===== config.mk =====
export PLATFORM = sky130hd
export DESIGN_NAME = dsfs_sequencer
export DESIGN_NICKNAME = d
export VERILOG_FILES = /design/src/design/dsfs_pkg.sv /design/src/design/dsfs_sequencer.sv
export VERILOG_INCLUDE_DIRS = /design/src /design/src/design
export SDC_FILE = /design/constraint.sdc
export NUM_CORES = 1
export LEC_CHECK = 0
export ABC_AREA = 0
export BUFFER_PORTS_ARGS = -buffer_cell sky130_fd_sc_hd__clkbuf_2
export CORE_ASPECT_RATIO = 0.75
export CORE_MARGIN = 5
export CORE_UTILIZATION = 40
export DETAILED_ROUTE_END_ITERATION = 7
export GPL_ROUTABILITY_DRIVEN = 1
export SLEW_MARGIN = 20
export SYNTH_ARGS = -nofsm -noshare
export SYNTH_HDL_FRONTEND = slang
export SYNTH_SLANG_ARGS = --single-unit

===== constraint.sdc =====
create_clock -name clk_sys -period 5.9 [get_ports clk_sys]
set_input_delay 0.885 -clock clk_sys [delete_from_list [all_inputs] [get_ports clk_sys]]
set_output_delay 0.885 -clock clk_sys [all_outputs]
set_load 0.01 [all_outputs]

===== src/design/dsfs_defines.svh =====
// constants for the device state and fault sequencer
`ifndef DSFS_DEFINES_SVH
`define DSFS_DEFINES_SVH
`define DSFS_COLD_CYCLES     16'h0040
`define DSFS_WARM_CYCLES     16'h0020
`define DSFS_NMI_TIMEOUT     16'h0100
`define DSFS_PIN_PULSE       16'h0010
`define DSFS_GRP_BITS        3
`endif


===== src/design/dsfs_pkg.sv =====
// types for the device state and fault sequencer
package dsfs_pkg;
  // one-hot operating states
  typedef enum logic [7:0] {
    DSFS_OFF    = 8'h01,
    DSFS_RESET  = 8'h02,
    DSFS_COLD   = 8'h04,
    DSFS_WARM   = 8'h08,
    DSFS_PREOP  = 8'h10,
    DSFS_OPER   = 8'h20,
    DSFS_SAFE   = 8'h40
  } dsfs_state_t;
endpackage : dsfs_pkg


===== src/design/dsfs_sequencer.sv =====
// operating-state sequencer with graded fault response
`timescale 1ns/1ps
`include "dsfs_defines.svh"
module dsfs_sequencer #(
  parameter int NSRC  = 16,                 // peripheral interrupt sources
  parameter int NGRP  = 4,                  // processor interrupt lines
  parameter logic [15:0] COLD_CYCLES = `DSFS_COLD_CYCLES,
  parameter logic [15:0] WARM_CYCLES = `DSFS_WARM_CYCLES,
  parameter logic [15:0] NMI_TIMEOUT = `DSFS_NMI_TIMEOUT,
  parameter logic [15:0] PIN_PULSE   = `DSFS_PIN_PULSE
) (
  input  wire logic               clk_sys,
  input  wire logic               rstn,
  input  wire logic               power_good,        // supply present
  input  wire logic               warm_reset_pin_n_i,// pin level in
  input  wire logic               fault_powerdown,   // supervisor fault
  input  wire logic               fault_pin_reset,   // critical fault
  input  wire logic               security_violation,// monitor event
  input  wire logic               fault_nmi,         // nmi-class fault
  input  wire logic [NSRC-1:0]    periph_irq,        // irq sources
  input  wire logic               boot_done,         // boot rom finished
  input  wire logic               app_ready,         // self-tests passed
  input  wire logic               nmi_ack,           // nmi serviced
  input  wire logic               safe_req,          // enter safe state
  output logic                    warm_reset_pin_n_o,// pin drive value
  output logic                    warm_reset_pin_n_oe,// pin drive enable
  output logic                    error_status_pin,  // fault to outside
  output logic                    powerdown_req,     // ask supply cut
  output logic                    cpu_reset_n,       // processor reset
  output logic                    cpu_fetch_rom,     // fetch from boot rom
  output logic                    cpu_nmi,           // nmi to processor
  output logic [NGRP-1:0]         cpu_irq,           // expanded irq lines
  output logic                    safety_capable,    // operational only
  output logic                    outputs_inactive,  // actuators off
  output dsfs_pkg::dsfs_state_t   op_state           // encoded state
);
  import dsfs_pkg::*;

  localparam int PER = NSRC / NGRP;          // sources per line

  // pin synchroniser, three stages
  logic [2:0]  pin_sync_r;
  logic        pin_low_r;                    // filtered pin level low
  logic        pg_sync1_r, pg_sync2_r, pg_sync3_r;
  logic        pg_r;                         // filtered power good

  dsfs_state_t state_r, state_nxt;
  logic [15:0] cnt_r, cnt_nxt;               // boot phase counter
  logic [15:0] nmi_cnt_r;                    // nmi service timer
  logic [15:0] pin_cnt_r;                    // pin pulse timer
  logic        nmi_pend_r;                   // nmi awaiting ack

  // three-stage sync, change accepted once stages 2 and 3 agree
  always_ff @(posedge clk_sys or negedge rstn)
  begin
    if (!rstn)
    begin
      pin_sync_r <= 3'h7;
      pin_low_r  <= 1'b0;
      pg_sync1_r <= 1'b0;
      pg_sync2_r <= 1'b0;
      pg_sync3_r <= 1'b0;
      pg_r       <= 1'b0;
    end
    else
    begin
      pin_sync_r <= {pin_sync_r[1:0], warm_reset_pin_n_i};
      if (pin_sync_r[1] == pin_sync_r[2])
        pin_low_r <= ~pin_sync_r[2];
      pg_sync1_r <= power_good;
      pg_sync2_r <= pg_sync1_r;
      pg_sync3_r <= pg_sync2_r;
      if (pg_sync2_r == pg_sync3_r)
        pg_r <= pg_sync3_r;
    end
  end

  // nmi left unserviced too long escalates to the pin
  wire nmi_expired = nmi_pend_r && (nmi_cnt_r == NMI_TIMEOUT);

  // severity ladder: one-hot grant of the top request
  wire req_pd  = fault_powerdown;
  wire req_pin = fault_pin_reset | nmi_expired;
  wire req_cpu = security_violation;
  wire req_nmi = fault_nmi;
  wire act_pd  = req_pd;
  wire act_pin = req_pin & ~req_pd;
  wire act_cpu = req_cpu & ~req_pin & ~req_pd;
  wire act_nmi = req_nmi & ~req_cpu & ~req_pin & ~req_pd;
  wire act_irq = ~req_nmi & ~req_cpu & ~req_pin & ~req_pd;

  // processor is running code in these states
  wire cpu_running = (state_r == DSFS_WARM) || (state_r == DSFS_PREOP)
                   || (state_r == DSFS_OPER);
  wire cpu_app     = (state_r == DSFS_PREOP) || (state_r == DSFS_OPER);
  wire pin_drv     = (pin_cnt_r != 16'h0000);
  wire any_reset   = pin_low_r | pin_drv;

  // next state
  always_comb
  begin
    state_nxt = state_r;
    cnt_nxt   = cnt_r + 16'h0001;
    if (!pg_r)
    begin
      state_nxt = DSFS_OFF;
      cnt_nxt   = 16'h0000;
    end
    else if (act_pd && state_r != DSFS_OFF)
    begin
      state_nxt = DSFS_OFF;
      cnt_nxt   = 16'h0000;
    end
    else if (any_reset || act_pin)
    begin
      state_nxt = DSFS_RESET;
      cnt_nxt   = 16'h0000;
    end
    else if (act_cpu && cpu_app)
    begin
      state_nxt = DSFS_WARM;
      cnt_nxt   = 16'h0000;
    end
    else
    begin
      case (state_r)
        DSFS_OFF:
        begin
          state_nxt = DSFS_COLD;
          cnt_nxt   = 16'h0000;
        end
        DSFS_RESET:
        begin
          state_nxt = DSFS_COLD;
          cnt_nxt   = 16'h0000;
        end
        DSFS_COLD:
        begin
          if (cnt_r >= COLD_CYCLES - 16'h0001)
          begin
            state_nxt = DSFS_WARM;
            cnt_nxt   = 16'h0000;
          end
        end
        DSFS_WARM:
        begin
          if (boot_done && cnt_r >= WARM_CYCLES - 16'h0001)
          begin
            state_nxt = DSFS_PREOP;
            cnt_nxt   = 16'h0000;
          end
        end
        DSFS_PREOP:
        begin
          if (app_ready)
            state_nxt = DSFS_OPER;
          cnt_nxt = 16'h0000;
        end
        DSFS_OPER:
        begin
          if (safe_req)
            state_nxt = DSFS_SAFE;
          cnt_nxt = 16'h0000;
        end
        DSFS_SAFE:
        begin
          cnt_nxt = 16'h0000;
        end
        default:
        begin
          state_nxt = DSFS_OFF;
          cnt_nxt   = 16'h0000;
        end
      endcase
    end
    if (cnt_r == 16'hffff && cnt_nxt == 16'h0000 && state_nxt == state_r)
      cnt_nxt = cnt_r;
  end

  // state register, moves on the rising edge, reset to DSFS_OFF is asynchronous
  always_ff @(posedge clk_sys or negedge rstn)
  begin
    if (!rstn)
    begin
      state_r <= DSFS_OFF;
      cnt_r   <= 16'h0000;
    end
    else
    begin
      state_r <= state_nxt;
      cnt_r   <= cnt_nxt;
    end
  end

  // nmi pending flag and its service timer; new nmi wins over ack
  always_ff @(posedge clk_sys or negedge rstn)
  begin
    if (!rstn)
    begin
      nmi_pend_r <= 1'b0;
      nmi_cnt_r  <= 16'h0000;
    end
    else if (!cpu_running)
    begin
      nmi_pend_r <= 1'b0;
      nmi_cnt_r  <= 16'h0000;
    end
    else if (act_nmi)
    begin
      nmi_pend_r <= 1'b1;
      if (!nmi_pend_r)
        nmi_cnt_r <= 16'h0000;
    end
    else if (nmi_ack)
    begin
      nmi_pend_r <= 1'b0;
      nmi_cnt_r  <= 16'h0000;
    end
    else if (nmi_pend_r && !nmi_expired)
      nmi_cnt_r <= nmi_cnt_r + 16'h0001;
  end

  // warm reset pin pulse timer
  always_ff @(posedge clk_sys or negedge rstn)
  begin
    if (!rstn)
      pin_cnt_r <= 16'h0000;
    else if (act_pin && pg_r)
      pin_cnt_r <= PIN_PULSE;
    else if (pin_drv)
      pin_cnt_r <= pin_cnt_r - 16'h0001;
  end

  // interrupt expansion: or of each source group per line
  logic [NGRP-1:0] grp_or;
  genvar g;
  generate
    for (g = 0; g < NGRP; g++)
    begin : g_grp
      assign grp_or[g] = |periph_irq[g*PER +: PER];
    end
  endgenerate

  // registered outputs
  wire err_nxt = (act_nmi & cpu_running) | (nmi_pend_r & cpu_running)
               | (state_nxt == DSFS_SAFE);
  always_ff @(posedge clk_sys or negedge rstn)
  begin
    if (!rstn)
    begin
      warm_reset_pin_n_o  <= 1'b1;
      warm_reset_pin_n_oe <= 1'b0;
      error_status_pin    <= 1'b0;
      powerdown_req       <= 1'b0;
      cpu_reset_n         <= 1'b0;
      cpu_fetch_rom       <= 1'b0;
      cpu_nmi             <= 1'b0;
      cpu_irq             <= '0;
      safety_capable      <= 1'b0;
      outputs_inactive    <= 1'b1;
      op_state            <= DSFS_OFF;
    end
    else
    begin
      warm_reset_pin_n_o  <= 1'b0;
      warm_reset_pin_n_oe <= (act_pin & pg_r) | (pin_cnt_r > 16'h0001);
      error_status_pin    <= err_nxt;
      powerdown_req       <= act_pd;
      cpu_reset_n         <= (state_nxt == DSFS_WARM)
                           || (state_nxt == DSFS_PREOP)
                           || (state_nxt == DSFS_OPER);
      cpu_fetch_rom       <= (state_nxt == DSFS_WARM);
      cpu_nmi             <= cpu_running & (act_nmi | nmi_pend_r)
                           & ~nmi_ack;
      cpu_irq             <= (cpu_running & act_irq) ? grp_or : '0;
      safety_capable      <= (state_nxt == DSFS_OPER);
      outputs_inactive    <= (state_nxt != DSFS_OPER)
                           && (state_nxt != DSFS_PREOP);
      op_state            <= state_nxt;
    end
  end

endmodule : dsfs_sequencer


==> results of run 1 <==
-- worst register-to-register path, delay by kind of cell, from the launching register on --
kind | cells | cell delay [ns]
flip-flops | 1 | 0.53
multiplexers | 1 | 0.41
AND/OR/NAND/NOR | 4 | 1.33
AO/OA/AOI/OAI | 2 | 0.98
-- cell usage after synthesis, types with 2 or more instances --
library cell	instances	area share, %
nand2b_1	7	1.0
ha_1	5	1.5
nand3_1	22	2.6
nor3b_1	3	0.53
a21oi_1	15	1.8
clkbuf_1	7	0.62
or4_1	3	0.53
nor2b_1	5	0.74
nor4_1	14	2.1
and2_1	4	0.59
a21o_1	3	0.53
o31ai_1	5	0.89
o21ai_0	13	1.5
and4b_1	2	0.47
nand4_1	7	1.0
nand2_1	29	2.6
nor3_1	13	1.5
xor2_1	19	3.9
dfstp_2	6	3.7
a22o_1	2	0.41
o21ai_1	7	0.83
nor2_1	54	4.8
dfrtp_1	72	43
a31oi_1	2	0.30
and3_1	7	1.0
and4_1	3	0.62
xnor2_1	19	3.9
inv_1	15	1.3
o21a_1	2	0.35
a211oi_1	4	0.71
o211ai_1	2	0.35
mux2i_1	5	1.2
buf_2	6	0.71
nor4b_4	2	1.1
o2bb2ai_1	2	0.41
mux2_2	2	0.53
o22ai_1	3	0.44
nor4_2	6	1.8
or3_1	8	1.2
-- sequential cells by signal, summed over array words and instances (netlist names), 3 cells and up --
name / count
nmi_cnt_r: 16
cnt_r: 16
op_state: 8
pin_cnt_r: 16
cpu_irq: 4
pin_sync_r: 3
-- report_power, final --
group | switching (mW) | internal (mW) | leakage [nW]
Sequential | 0.0605 | 0.589 | 1.03
Combinational | 0.136 | 0.107 | 0.900
Clock | 0.205 | 0.367 | 0.146
-- metrics by stage --
step	std cells	setup slack (ns)	hold slack, ns
final	619	2.53	0.347
after global routing	619	2.29	0.357
after CTS	619	2.53	0.349
after detailed placement	604	2.20	0.336
after global placement	604	2.34	0.337
after floorplan	434	3.11	0.331
-- final cells by class --
cell class | instances | area share, %
flip-flops and latches | 78 | 40.0
clock buffers | 11 | 4.75
well taps | 136 | 3.47
repair buffers | 49 | 5.18
multi-input cells | 326 | 44.0
clock inverters | 4 | 1.48
inverters | 15 | 1.15
-- per-layer routing --
metal / vias up / part of all wire, % / track usage [%]
met5: - / 0 / 0
met2: 114 / 41 / 22.5
met4: 0 / 1.8 / 4.84
met3: 19 / 6.0 / 3.70
li1: 1642 / - / -
met1: 1631 / 51 / 24.8
-- worst max path at each step --
stage                                           end  slack (ns)  cells after the start
after floorplan           nmi_cnt_r[11]$_DFFE_PN0P_        3.11                      8
after global placement         cnt_r[1]$_DFFE_PN0N_        2.34                      8
after detailed placement       cnt_r[1]$_DFFE_PN0N_        2.20                      8
after CTS                      cnt_r[1]$_DFFE_PN0N_        2.53                      9
after global routing           cnt_r[1]$_DFFE_PN0N_        2.29                      7
final                          cnt_r[1]$_DFFE_PN0N_        2.53                      7
-- cells by family (layout without fill, tap and decap cells) --
kind of cell | Yosys count | in the layout | share of synthesized area (%)
and+or+nand+nor | 200 | 200 | 27.0
DFF | 78 | 78 | 46.2
AOI/OAI and AO/OA | 73 | 73 | 12.5
xor gates and xnor gates | 38 | 38 | 7.85
buffers and inverters | 30 | 79 | 2.95
muxes | 7 | 7 | 1.71
adders and majority gates | 6 | 6 | 1.71
other | 1 | 2 | 0.0885
==> results.py, run 1 <==
metrics = {
    "outcome": {
        "status": "finished, final reports clean",
    },
    "detailed_routing": {
        "post_drt_wl_per_cell_um": 15.5,
        "first_iter_violations": 245,
        "vias": 3406,
        "viasPerCell": 5.50,
        "dr.pass1.iters": 4,
        "final_antenna_net_count": 0,
        "wirelength_mm": 9.62,
        "drc": 0,
    },
    "floorplan": {
        "io_pins": 49,
        "core_mm2": 0.0103,
        "die_w_um": 129,
        "die_h_um": 99.1,
        "start_util_pct": 41.0,
        "die_area_mm2": 0.0128,
        "rows": 32,
    },
    "yosys": {
        "synthesis.area_mm2": 0.00424,
        "ys_ff_latch": 78,
        "avgSynthCellArea_um2": 9.79,
        "synth-edff-count": 0,
        "synth-main-ff-cell": "dfrtp_1",
        "synthArstFlopShare_pct": 100,
        "synthCells": 433,
        "synth_warnings": 0,
        "synthDistinctLibCells": 67,
        "seq_area_frac_synth_pct": 46.2,
    },
    "power_and_ir_drop": {
        "finalPower_mw": 1.47,
        "peakVddDrop_mv": 0.137,
        "p_leak_nw": 2.08,
        "powerDensity_mw_per_mm2": 299,
    },
    "global_routing": {
        "grt_max_degree": 79,
        "grt_pass1_vias": 3243,
        "globalRouteOverflowTotal": 0,
        "antenna_found_initial": 0,
        "grt_util_all_layers_pct": 16.1,
        "grt_first_pass_wirelength_mm": 16.7,
    },
    "worst_setup_path": {
        "rr_startpoint": "op_state[5]$_DFF_PN0_",
        "r2r_slack_ns": 2.53,
        "r2r_cells": 7,
        "arrival_ns": 3.58,
        "worstSetupStartpoint": "op_state[5]$_DFF_PN0_",
        "slowest_delay_ns": 0.67,
        "worstReg2RegEnd": "cnt_r[1]$_DFFE_PN0N_",
        "worstSetupPathType": "reg -> reg",
        "startpoint_type": "flop",
        "crit_path_top_delay_cell": "o2111ai_2",
        "path_cells": "nor4_2 > a41o_1 > nand3b_2 > or2_1 > nand2b_1 > o2111ai_2 > mux2_2",
        "endpoint_kind": "flop",
        "required_ns": 6.11,
        "cp_max_fo": 16,
        "critical_path_buf_inv_count": 0,
        "crit_family": "simple AND/OR/NAND/NOR gates",
    },
    "final_layout": {
        "area_delta_synth_final_pct": 15.7,
        "antenna_cells": 0,
        "final_core_util_pct": 47.5,
        "layout-drive-gt1-share_pct": 19.0,
        "register_area_mm2": 0.00196,
        "layout_common_cells": "dfrtp_1, nor2_1, clkbuf_2",
        "multi_input_comb_area_mm2": 0.00216,
        "final_common_cell": "dfrtp_1",
        "fillers": 965,
        "postLayoutCellArea_mm2": 0.00490,
        "nets": 512,
    },
    "clock_tree": {
        "clk_pin_slew_ns": 0.06,
        "cts_tree": "yes",
        "cts_buffers": 9,
        "clk_path_buf_depth": 2,
        "clock_latency_ns": 0.33,
        "post_cts_buffers": 0,
        "numClockSinks": 78,
        "cts_resized": 0,
        "h-tree-depth": 3,
        "hold_buffers": 0,
        "root_buffer": "clkbuf_16",
    },
    "sta": {
        "tns_ns": 0,
        "slew_headroom_pct": 50.6,
        "skew_ns": 0.00805,
        "min_period_ns": 3.37,
        "final_max_slew_viol_count": 0,
        "hold_viol_final": 0,
        "setup_violations": 0,
        "rsz0062_at_grt": "false",
        "fmax_mhz": 297,
        "worstMarginPinSlew_ns": 0.736,
        "finalCritPeriodShare_pct": 57.0,
    },
    "place": {
        "hpwlAfterDp_mm": 7.07,
        "placed_area_mm2": 0.00459,
        "routabilityCongestion": 0.921,
        "port_buffers": 48,
    },
    "hold_path": {
        "hold_path_class": "reg -> reg",
        "whs_path_depth": 0,
        "min_from": "pg_sync1_r$_DFF_PN0_",
        "hold_end": "pg_sync2_r$_DFF_PN0_",
    },
    "run": {
        "maxCapViolations": 0,
    },
}
Note: power is estimated with default switching activity, not from simulation.
==> inputs of run 2 (changes only) <==
==> constraint.sdc (replaced) <==
create_clock -name clk_sys -period 3.5 [get_ports clk_sys]
set_input_delay 0.525 -clock clk_sys [delete_from_list [all_inputs] [get_ports clk_sys]]
set_output_delay 0.525 -clock clk_sys [all_outputs]
set_load 0.01 [all_outputs]
==> run 2 against run 1 <==
Against the previous run: global-route usage is 0.057 points higher; sequential cell count stayed put; non-clock buffer count is 4 higher; combinational power is 70% higher; clock power is 74% higher; via count hardly changed; clock skew is 0.0014 ns lower; count of clock-buffer cells in the layout is 1 lower; worst setup slack worse by 2.0 ns; die area stayed put; critical path depth is 3 higher; power is 71% higher; critical endpoint is now cnt_r[4]$_DFFE_PN0N_.
==> results.py, run 2 (synthesis results as in run 1) <==
metrics = {
    "final_layout": {
        "nets": 516,
        "fillers": 964,
        "final_common_cell": "dfrtp_1",
        "layout_common_cells": "dfrtp_1, nor2_1, clkbuf_2",
        "postLayoutCellArea_mm2": 0.00494,
        "antenna_cells": 0,
        "top_regs": "cnt_r (16), nmi_cnt_r (16), pin_cnt_r (16)",
        "layout-drive-gt1-share_pct": 20.1,
        "area_delta_synth_final_pct": 16.6,
        "stdcell_count": 624,
        "final_core_util_pct": 47.8,
    },
    "worst_setup_path": {
        "cp_num_cells": 10,
        "r2r_cells": 10,
        "crit_family": "compound AO/OA/AOI/OAI gates",
        "path_cells": "inv_1 > ha_1 > inv_1 > a211oi_2 > o311ai_4 > or2_1 > nand2b_1 > o2111ai_2 > buf_4 > o21ai_0",
        "required_ns": 3.70,
        "cp_max_fo": 15,
        "r2r_slack_ns": 0.55,
        "worstSetupPathType": "reg -> reg",
        "crit_path_top_delay_cell": "dfrtp_1",
        "slowest_delay_ns": 0.42,
        "endpoint_kind": "flop",
        "arrival_ns": 3.15,
        "critical_path_buf_inv_count": 3,
        "rr_startpoint": "pin_cnt_r[0]$_DFFE_PN0P_",
        "worstReg2RegEnd": "cnt_r[4]$_DFFE_PN0N_",
        "startpoint_type": "flop",
        "cp_common_cell": "inv_1",
    },
    "clock_tree": {
        "post_cts_buffers": 0,
        "hold_buffers": 0,
        "cts_buffers": 9,
        "clk_path_buf_depth": 2,
        "h-tree-depth": 3,
        "cts_tree": "yes",
        "cts_resized": 0,
        "clk_pin_slew_ns": 0.06,
        "root_buffer": "clkbuf_16",
        "numClockSinks": 78,
        "clock_latency_ns": 0.34,
    },
    "sta": {
        "finalCritPeriodShare_pct": 84.2,
        "min_period_ns": 2.95,
        "hold_slack_ns": 0.219,
        "fmax_mhz": 339,
        "final_max_slew_viol_count": 0,
        "worstMarginPinSlew_ns": 0.709,
        "setup_ws_ns": 0.554,
        "slew_headroom_pct": 52.8,
        "setup_violations": 0,
        "rsz0062_at_grt": "false",
        "tns_ns": 0,
        "hold_viol_final": 0,
        "skew_ns": 0.00670,
    },
    "global_routing": {
        "globalRouteOverflowTotal": 0,
        "grt_pass1_vias": 3312,
        "grt_util_all_layers_pct": 16.2,
        "antenna_found_initial": 0,
        "grt_max_degree": 79,
        "grt_first_pass_wirelength_mm": 16.6,
    },
    "place": {
        "hpwlAfterDp_mm": 7.10,
        "placed_cells": 608,
        "placed_area_mm2": 0.00462,
        "routabilityCongestion": 0.880,
        "dp_slack_ns": 0.542,
        "port_buffers": 48,
    },
    "power_and_ir_drop": {
        "peakVddDrop_mv": 0.242,
        "powerDensity_mw_per_mm2": 507,
        "p_leak_nw": 2.10,
        "finalPower_mw": 2.50,
    },
    "floorplan": {
        "start_util_pct": 41.0,
        "die_area_mm2": 0.0128,
        "core_mm2": 0.0103,
        "die_h_um": 99.1,
        "die_w_um": 129,
        "rows": 32,
        "io_pins": 49,
    },
    "detailed_routing": {
        "wirelength_mm": 9.77,
        "drc": 0,
        "final_antenna_net_count": 0,
        "dr.pass1.iters": 5,
        "post_drt_wl_per_cell_um": 15.7,
        "first_iter_violations": 294,
        "viasPerCell": 5.45,
        "vias": 3403,
    },
    "outcome": {
        "status": "finished, final reports clean",
    },
    "hold_path": {
        "hold_path_class": "in -> async",
    },
    "run": {
        "maxCapViolations": 0,
    },
}
## run 2: changes by cell type in the layout (fill, tap and decap cells not counted)
cell | previous run | this run
clkinv_2 | 1 | 2
clkbuf_1 | 2 | 1
clkinv_4 | 0 | 1
buf_4 | 1 | 5
## run 2: layout make-up
class                   count  area, um^2  share of cell area, %
inverters                  15        56.3                   1.14
clock inverters             6        86.3                   1.75
clock buffers              10         229                   4.63
repair buffers             53         284                   5.75
flip-flops and latches     78        1960                   39.6
well taps                 136         170                   3.44
multi-input cells         326        2160                   43.6
## run 2: metal layers
layer  part of all wire, %  wire length (um)  global-route usage, %
met1                    51              4990                   24.6
met2                    41              4000                   22.7
met3                   6.6               646                   4.03
met5                     0                 0                      0
met4                   1.3               128                   4.84
## run 2: power by group
group | internal, mW | leakage, nW | total [mW] | switching (mW)
logic | 0.180 | 0.918 | 0.414 | 0.234
clock network | 0.623 | 0.152 | 0.996 | 0.373
registers | 0.992 | 1.03 | 1.10 | 0.103
## run 2: how the worst max path moves through the flow
stage | slack [ns] | startpoint | endpoint
floorplan | 0.89 | op_state[0]$_DFF_PN1_ | cnt_r[1]$_DFFE_PN0N_
global placement | 0.63 | fault_powerdown | cnt_r[4]$_DFFE_PN0N_
detailed placement | 0.54 | fault_powerdown | cnt_r[12]$_DFFE_PN0N_
CTS | 0.57 | pin_cnt_r[0]$_DFFE_PN0P_ | cnt_r[4]$_DFFE_PN0N_
global route | 0.27 | op_state[5]$_DFF_PN0_ | cnt_r[12]$_DFFE_PN0N_
finish | 0.55 | pin_cnt_r[0]$_DFFE_PN0P_ | cnt_r[4]$_DFFE_PN0N_
## run 2: worst register-to-register path, cell delays in order, from the launching register on
cell	delay (ns)
dfrtp_1	0.42
inv_1	0.09
ha_1	0.29
inv_1	0.08
a211oi_2	0.28
o311ai_4	0.22
or2_1	0.36
nand2b_1	0.41
o2111ai_2	0.31
buf_4	0.24
o21ai_0	0.11
==> inputs of run 3 (changes only) <==
==> constraint.sdc (replaced) <==
create_clock -name clk_sys -period 2.44 [get_ports clk_sys]
set_input_delay 0.366 -clock clk_sys [delete_from_list [all_inputs] [get_ports clk_sys]]
set_output_delay 0.366 -clock clk_sys [all_outputs]
set_load 0.01 [all_outputs]
==> run 3 against run 2 <==
Against the previous run: the flow now finishes with violations (negative setup slack); utilization increased by 11 points; cell area increased by 23%; sequential power increased by 39%; combinational power increased by 140%; hold slack got worse by 0.13 ns; largest cell class unchanged; largest power group is now the clock network.
==> results.py, run 3 (synthesis results as in run 1) <==
metrics = {
    "floorplan": {
        "rows": 32,
        "io_pins": 49,
        "core_mm2": 0.0103,
        "die_h_um": 99.1,
        "die_area_mm2": 0.0128,
        "die_w_um": 129,
        "start_util_pct": 41.0,
    },
    "place": {
        "hpwlAfterDp_mm": 8.46,
        "port_buffers": 48,
        "placed_cells": 720,
        "routabilityCongestion": 0.854,
        "placed_area_mm2": 0.00552,
    },
    "final_layout": {
        "stdcell_count": 743,
        "antenna_cells": 0,
        "top_regs": "cnt_r (16), nmi_cnt_r (16), pin_cnt_r (16)",
        "layout_common_cells": "buf_4, dfrtp_1, nor2_1",
        "nets": 635,
        "layout-drive-gt1-share_pct": 40.0,
        "area_delta_synth_final_pct": 43.5,
        "final_core_util_pct": 58.9,
        "postLayoutCellArea_mm2": 0.00608,
        "final_common_cell": "buf_4",
    },
    "power_and_ir_drop": {
        "finalPower_mw": 4.08,
        "powerDensity_mw_per_mm2": 672,
        "p_leak_nw": 2.76,
        "peakVddDrop_mv": 0.363,
    },
    "clock_tree": {
        "cts_buffers": 9,
        "root_buffer": "clkbuf_16",
        "numClockSinks": 78,
        "clk_pin_slew_ns": 0.07,
        "clk_path_buf_depth": 2,
        "h-tree-depth": 3,
        "cts_tree": "yes",
        "clock_latency_ns": 0.34,
    },
    "global_routing": {
        "antenna_found_initial": 0,
        "grt_max_degree": 59,
        "grt_pass1_vias": 3914,
        "globalRouteOverflowTotal": 0,
        "grt_util_all_layers_pct": 18.7,
        "grt_first_pass_wirelength_mm": 19.2,
    },
    "detailed_routing": {
        "post_drt_wl_per_cell_um": 15.6,
        "drc": 0,
        "dr.pass1.iters": 5,
        "viasPerCell": 5.24,
        "wirelength_mm": 11.6,
        "vias": 3891,
        "final_antenna_net_count": 0,
        "first_iter_violations": 223,
    },
    "worst_setup_path": {
        "required_ns": 2.67,
        "arrival_ns": 3.02,
        "crit_path_top_delay_cell": "dfrtp_1",
        "path_cells": "nor4_2 > buf_4 > and4_4 > buf_4 > o311a_4 > a31oi_1 > a211o_1 > nor4_4 > o2111ai_4 > mux2_4",
        "cp_max_fo": 6,
        "crit_family": "simple AND/OR/NAND/NOR gates",
        "worstSetupPathType": "reg -> reg",
        "slowest_delay_ns": 0.39,
        "endpoint_kind": "flop",
        "startpoint_type": "flop",
        "critical_path_buf_inv_count": 2,
        "cp_common_cell": "buf_4",
    },
    "sta": {
        "rsz0062_at_grt": "true",
        "min_period_ns": 2.80,
        "setup_violations": 19,
        "fmax_mhz": 357,
        "setup_ws_ns": -0.358,
        "skew_ns": 0.0122,
        "final_max_slew_viol_count": 0,
        "finalCritPeriodShare_pct": 115,
        "worstMarginPinSlew_ns": 0.744,
        "hold_viol_final": 0,
        "slew_headroom_pct": 50.4,
    },
    "run": {
        "maxCapViolations": 0,
    },
    "outcome": {
        "violations": "negative setup slack",
        "status": "finished, violations left",
    },
    "hold_path": {
        "hold_path_class": "in -> async",
    },
}
run 3: routing by layer:
metal | vias to the layer above | wire length [um] | global-route usage (%)
li1 | 1897 | - | -
met1 | 1887 | 5710 | 26.8
met2 | 96 | 5230 | 28.7
met3 | 11 | 499 | 4.56
met4 | 0 | 125 | 4.52
met5 | - | 0 | 0
run 3: repair_timing:
item / in CTS / in global routing
pin swaps: 1 / 14
hold buffers: 0 / 0
endpoints found under the setup margin: 16 / 30
endpoints found under the hold margin: 0 / 0
gates resized for setup: 7 / 22
setup buffers: 1 / 6
run 3: area by class of cell:
class                   count  area, um^2
clock buffers               9         225
clock inverters             7         123
fillers                   854        4250
inverters                  15        56.3
multi-input cells         326        2360
flip-flops and latches     78        1960
well taps                 136         170
repair buffers            172        1190
run 3: final timing paths:
check	cells past startpoint	start	slack, ns	endpoint
hold reg to reg	0	pin_sync_r[0]$_DFF_PN1_	0.36	pin_sync_r[1]$_DFF_PN1_
setup reg to reg	10	pin_cnt_r[5]$_DFFE_PN0P_	-0.36	cnt_r[1]$_DFFE_PN0N_
setup / recovery	10	pin_cnt_r[5]$_DFFE_PN0P_	-0.36	cnt_r[1]$_DFFE_PN0N_
min in group clk_sys	1	warm_reset_pin_n_i	0.11	pin_sync_r[0]$_DFF_PN1_
hold / removal	1	rstn	0.09	pin_cnt_r[10]$_DFFE_PN0P_
max in group asynchronous	2	rstn	1.68	cpu_irq[1]$_DFF_PN0_
run 3: worst register-to-register path, cell delays in order, from the launching register on:
cell and delay (ns):
dfrtp_1 0.39, nor4_2 0.30, buf_4 0.16, and4_4 0.26, buf_4 0.12, o311a_4 0.21, a31oi_1 0.11, a211o_1 0.32
nor4_4 0.31, o2111ai_4 0.19, mux2_4 0.33
run 3: report_power, final:
group	internal (mW)	total, mW	leakage (nW)	switching (mW)
clock	1.00	1.56	0.162	0.559
sequential	1.42	1.53	1.03	0.104
combinational	0.503	0.996	1.57	0.493
total	2.93	4.08	2.76	1.16
run 3: metrics by stage:
stage                     setup TNS (ns)  setup slack, ns  hold WS [ns]
after floorplan                   -0.135          -0.0905        0.0704
after global placement             -2.96           -0.261         0.343
after detailed placement           -5.24           -0.399         0.342
after CTS                          -3.32           -0.277         0.104
after global routing               -8.63           -0.512         0.100
final                              -4.99           -0.358        0.0918
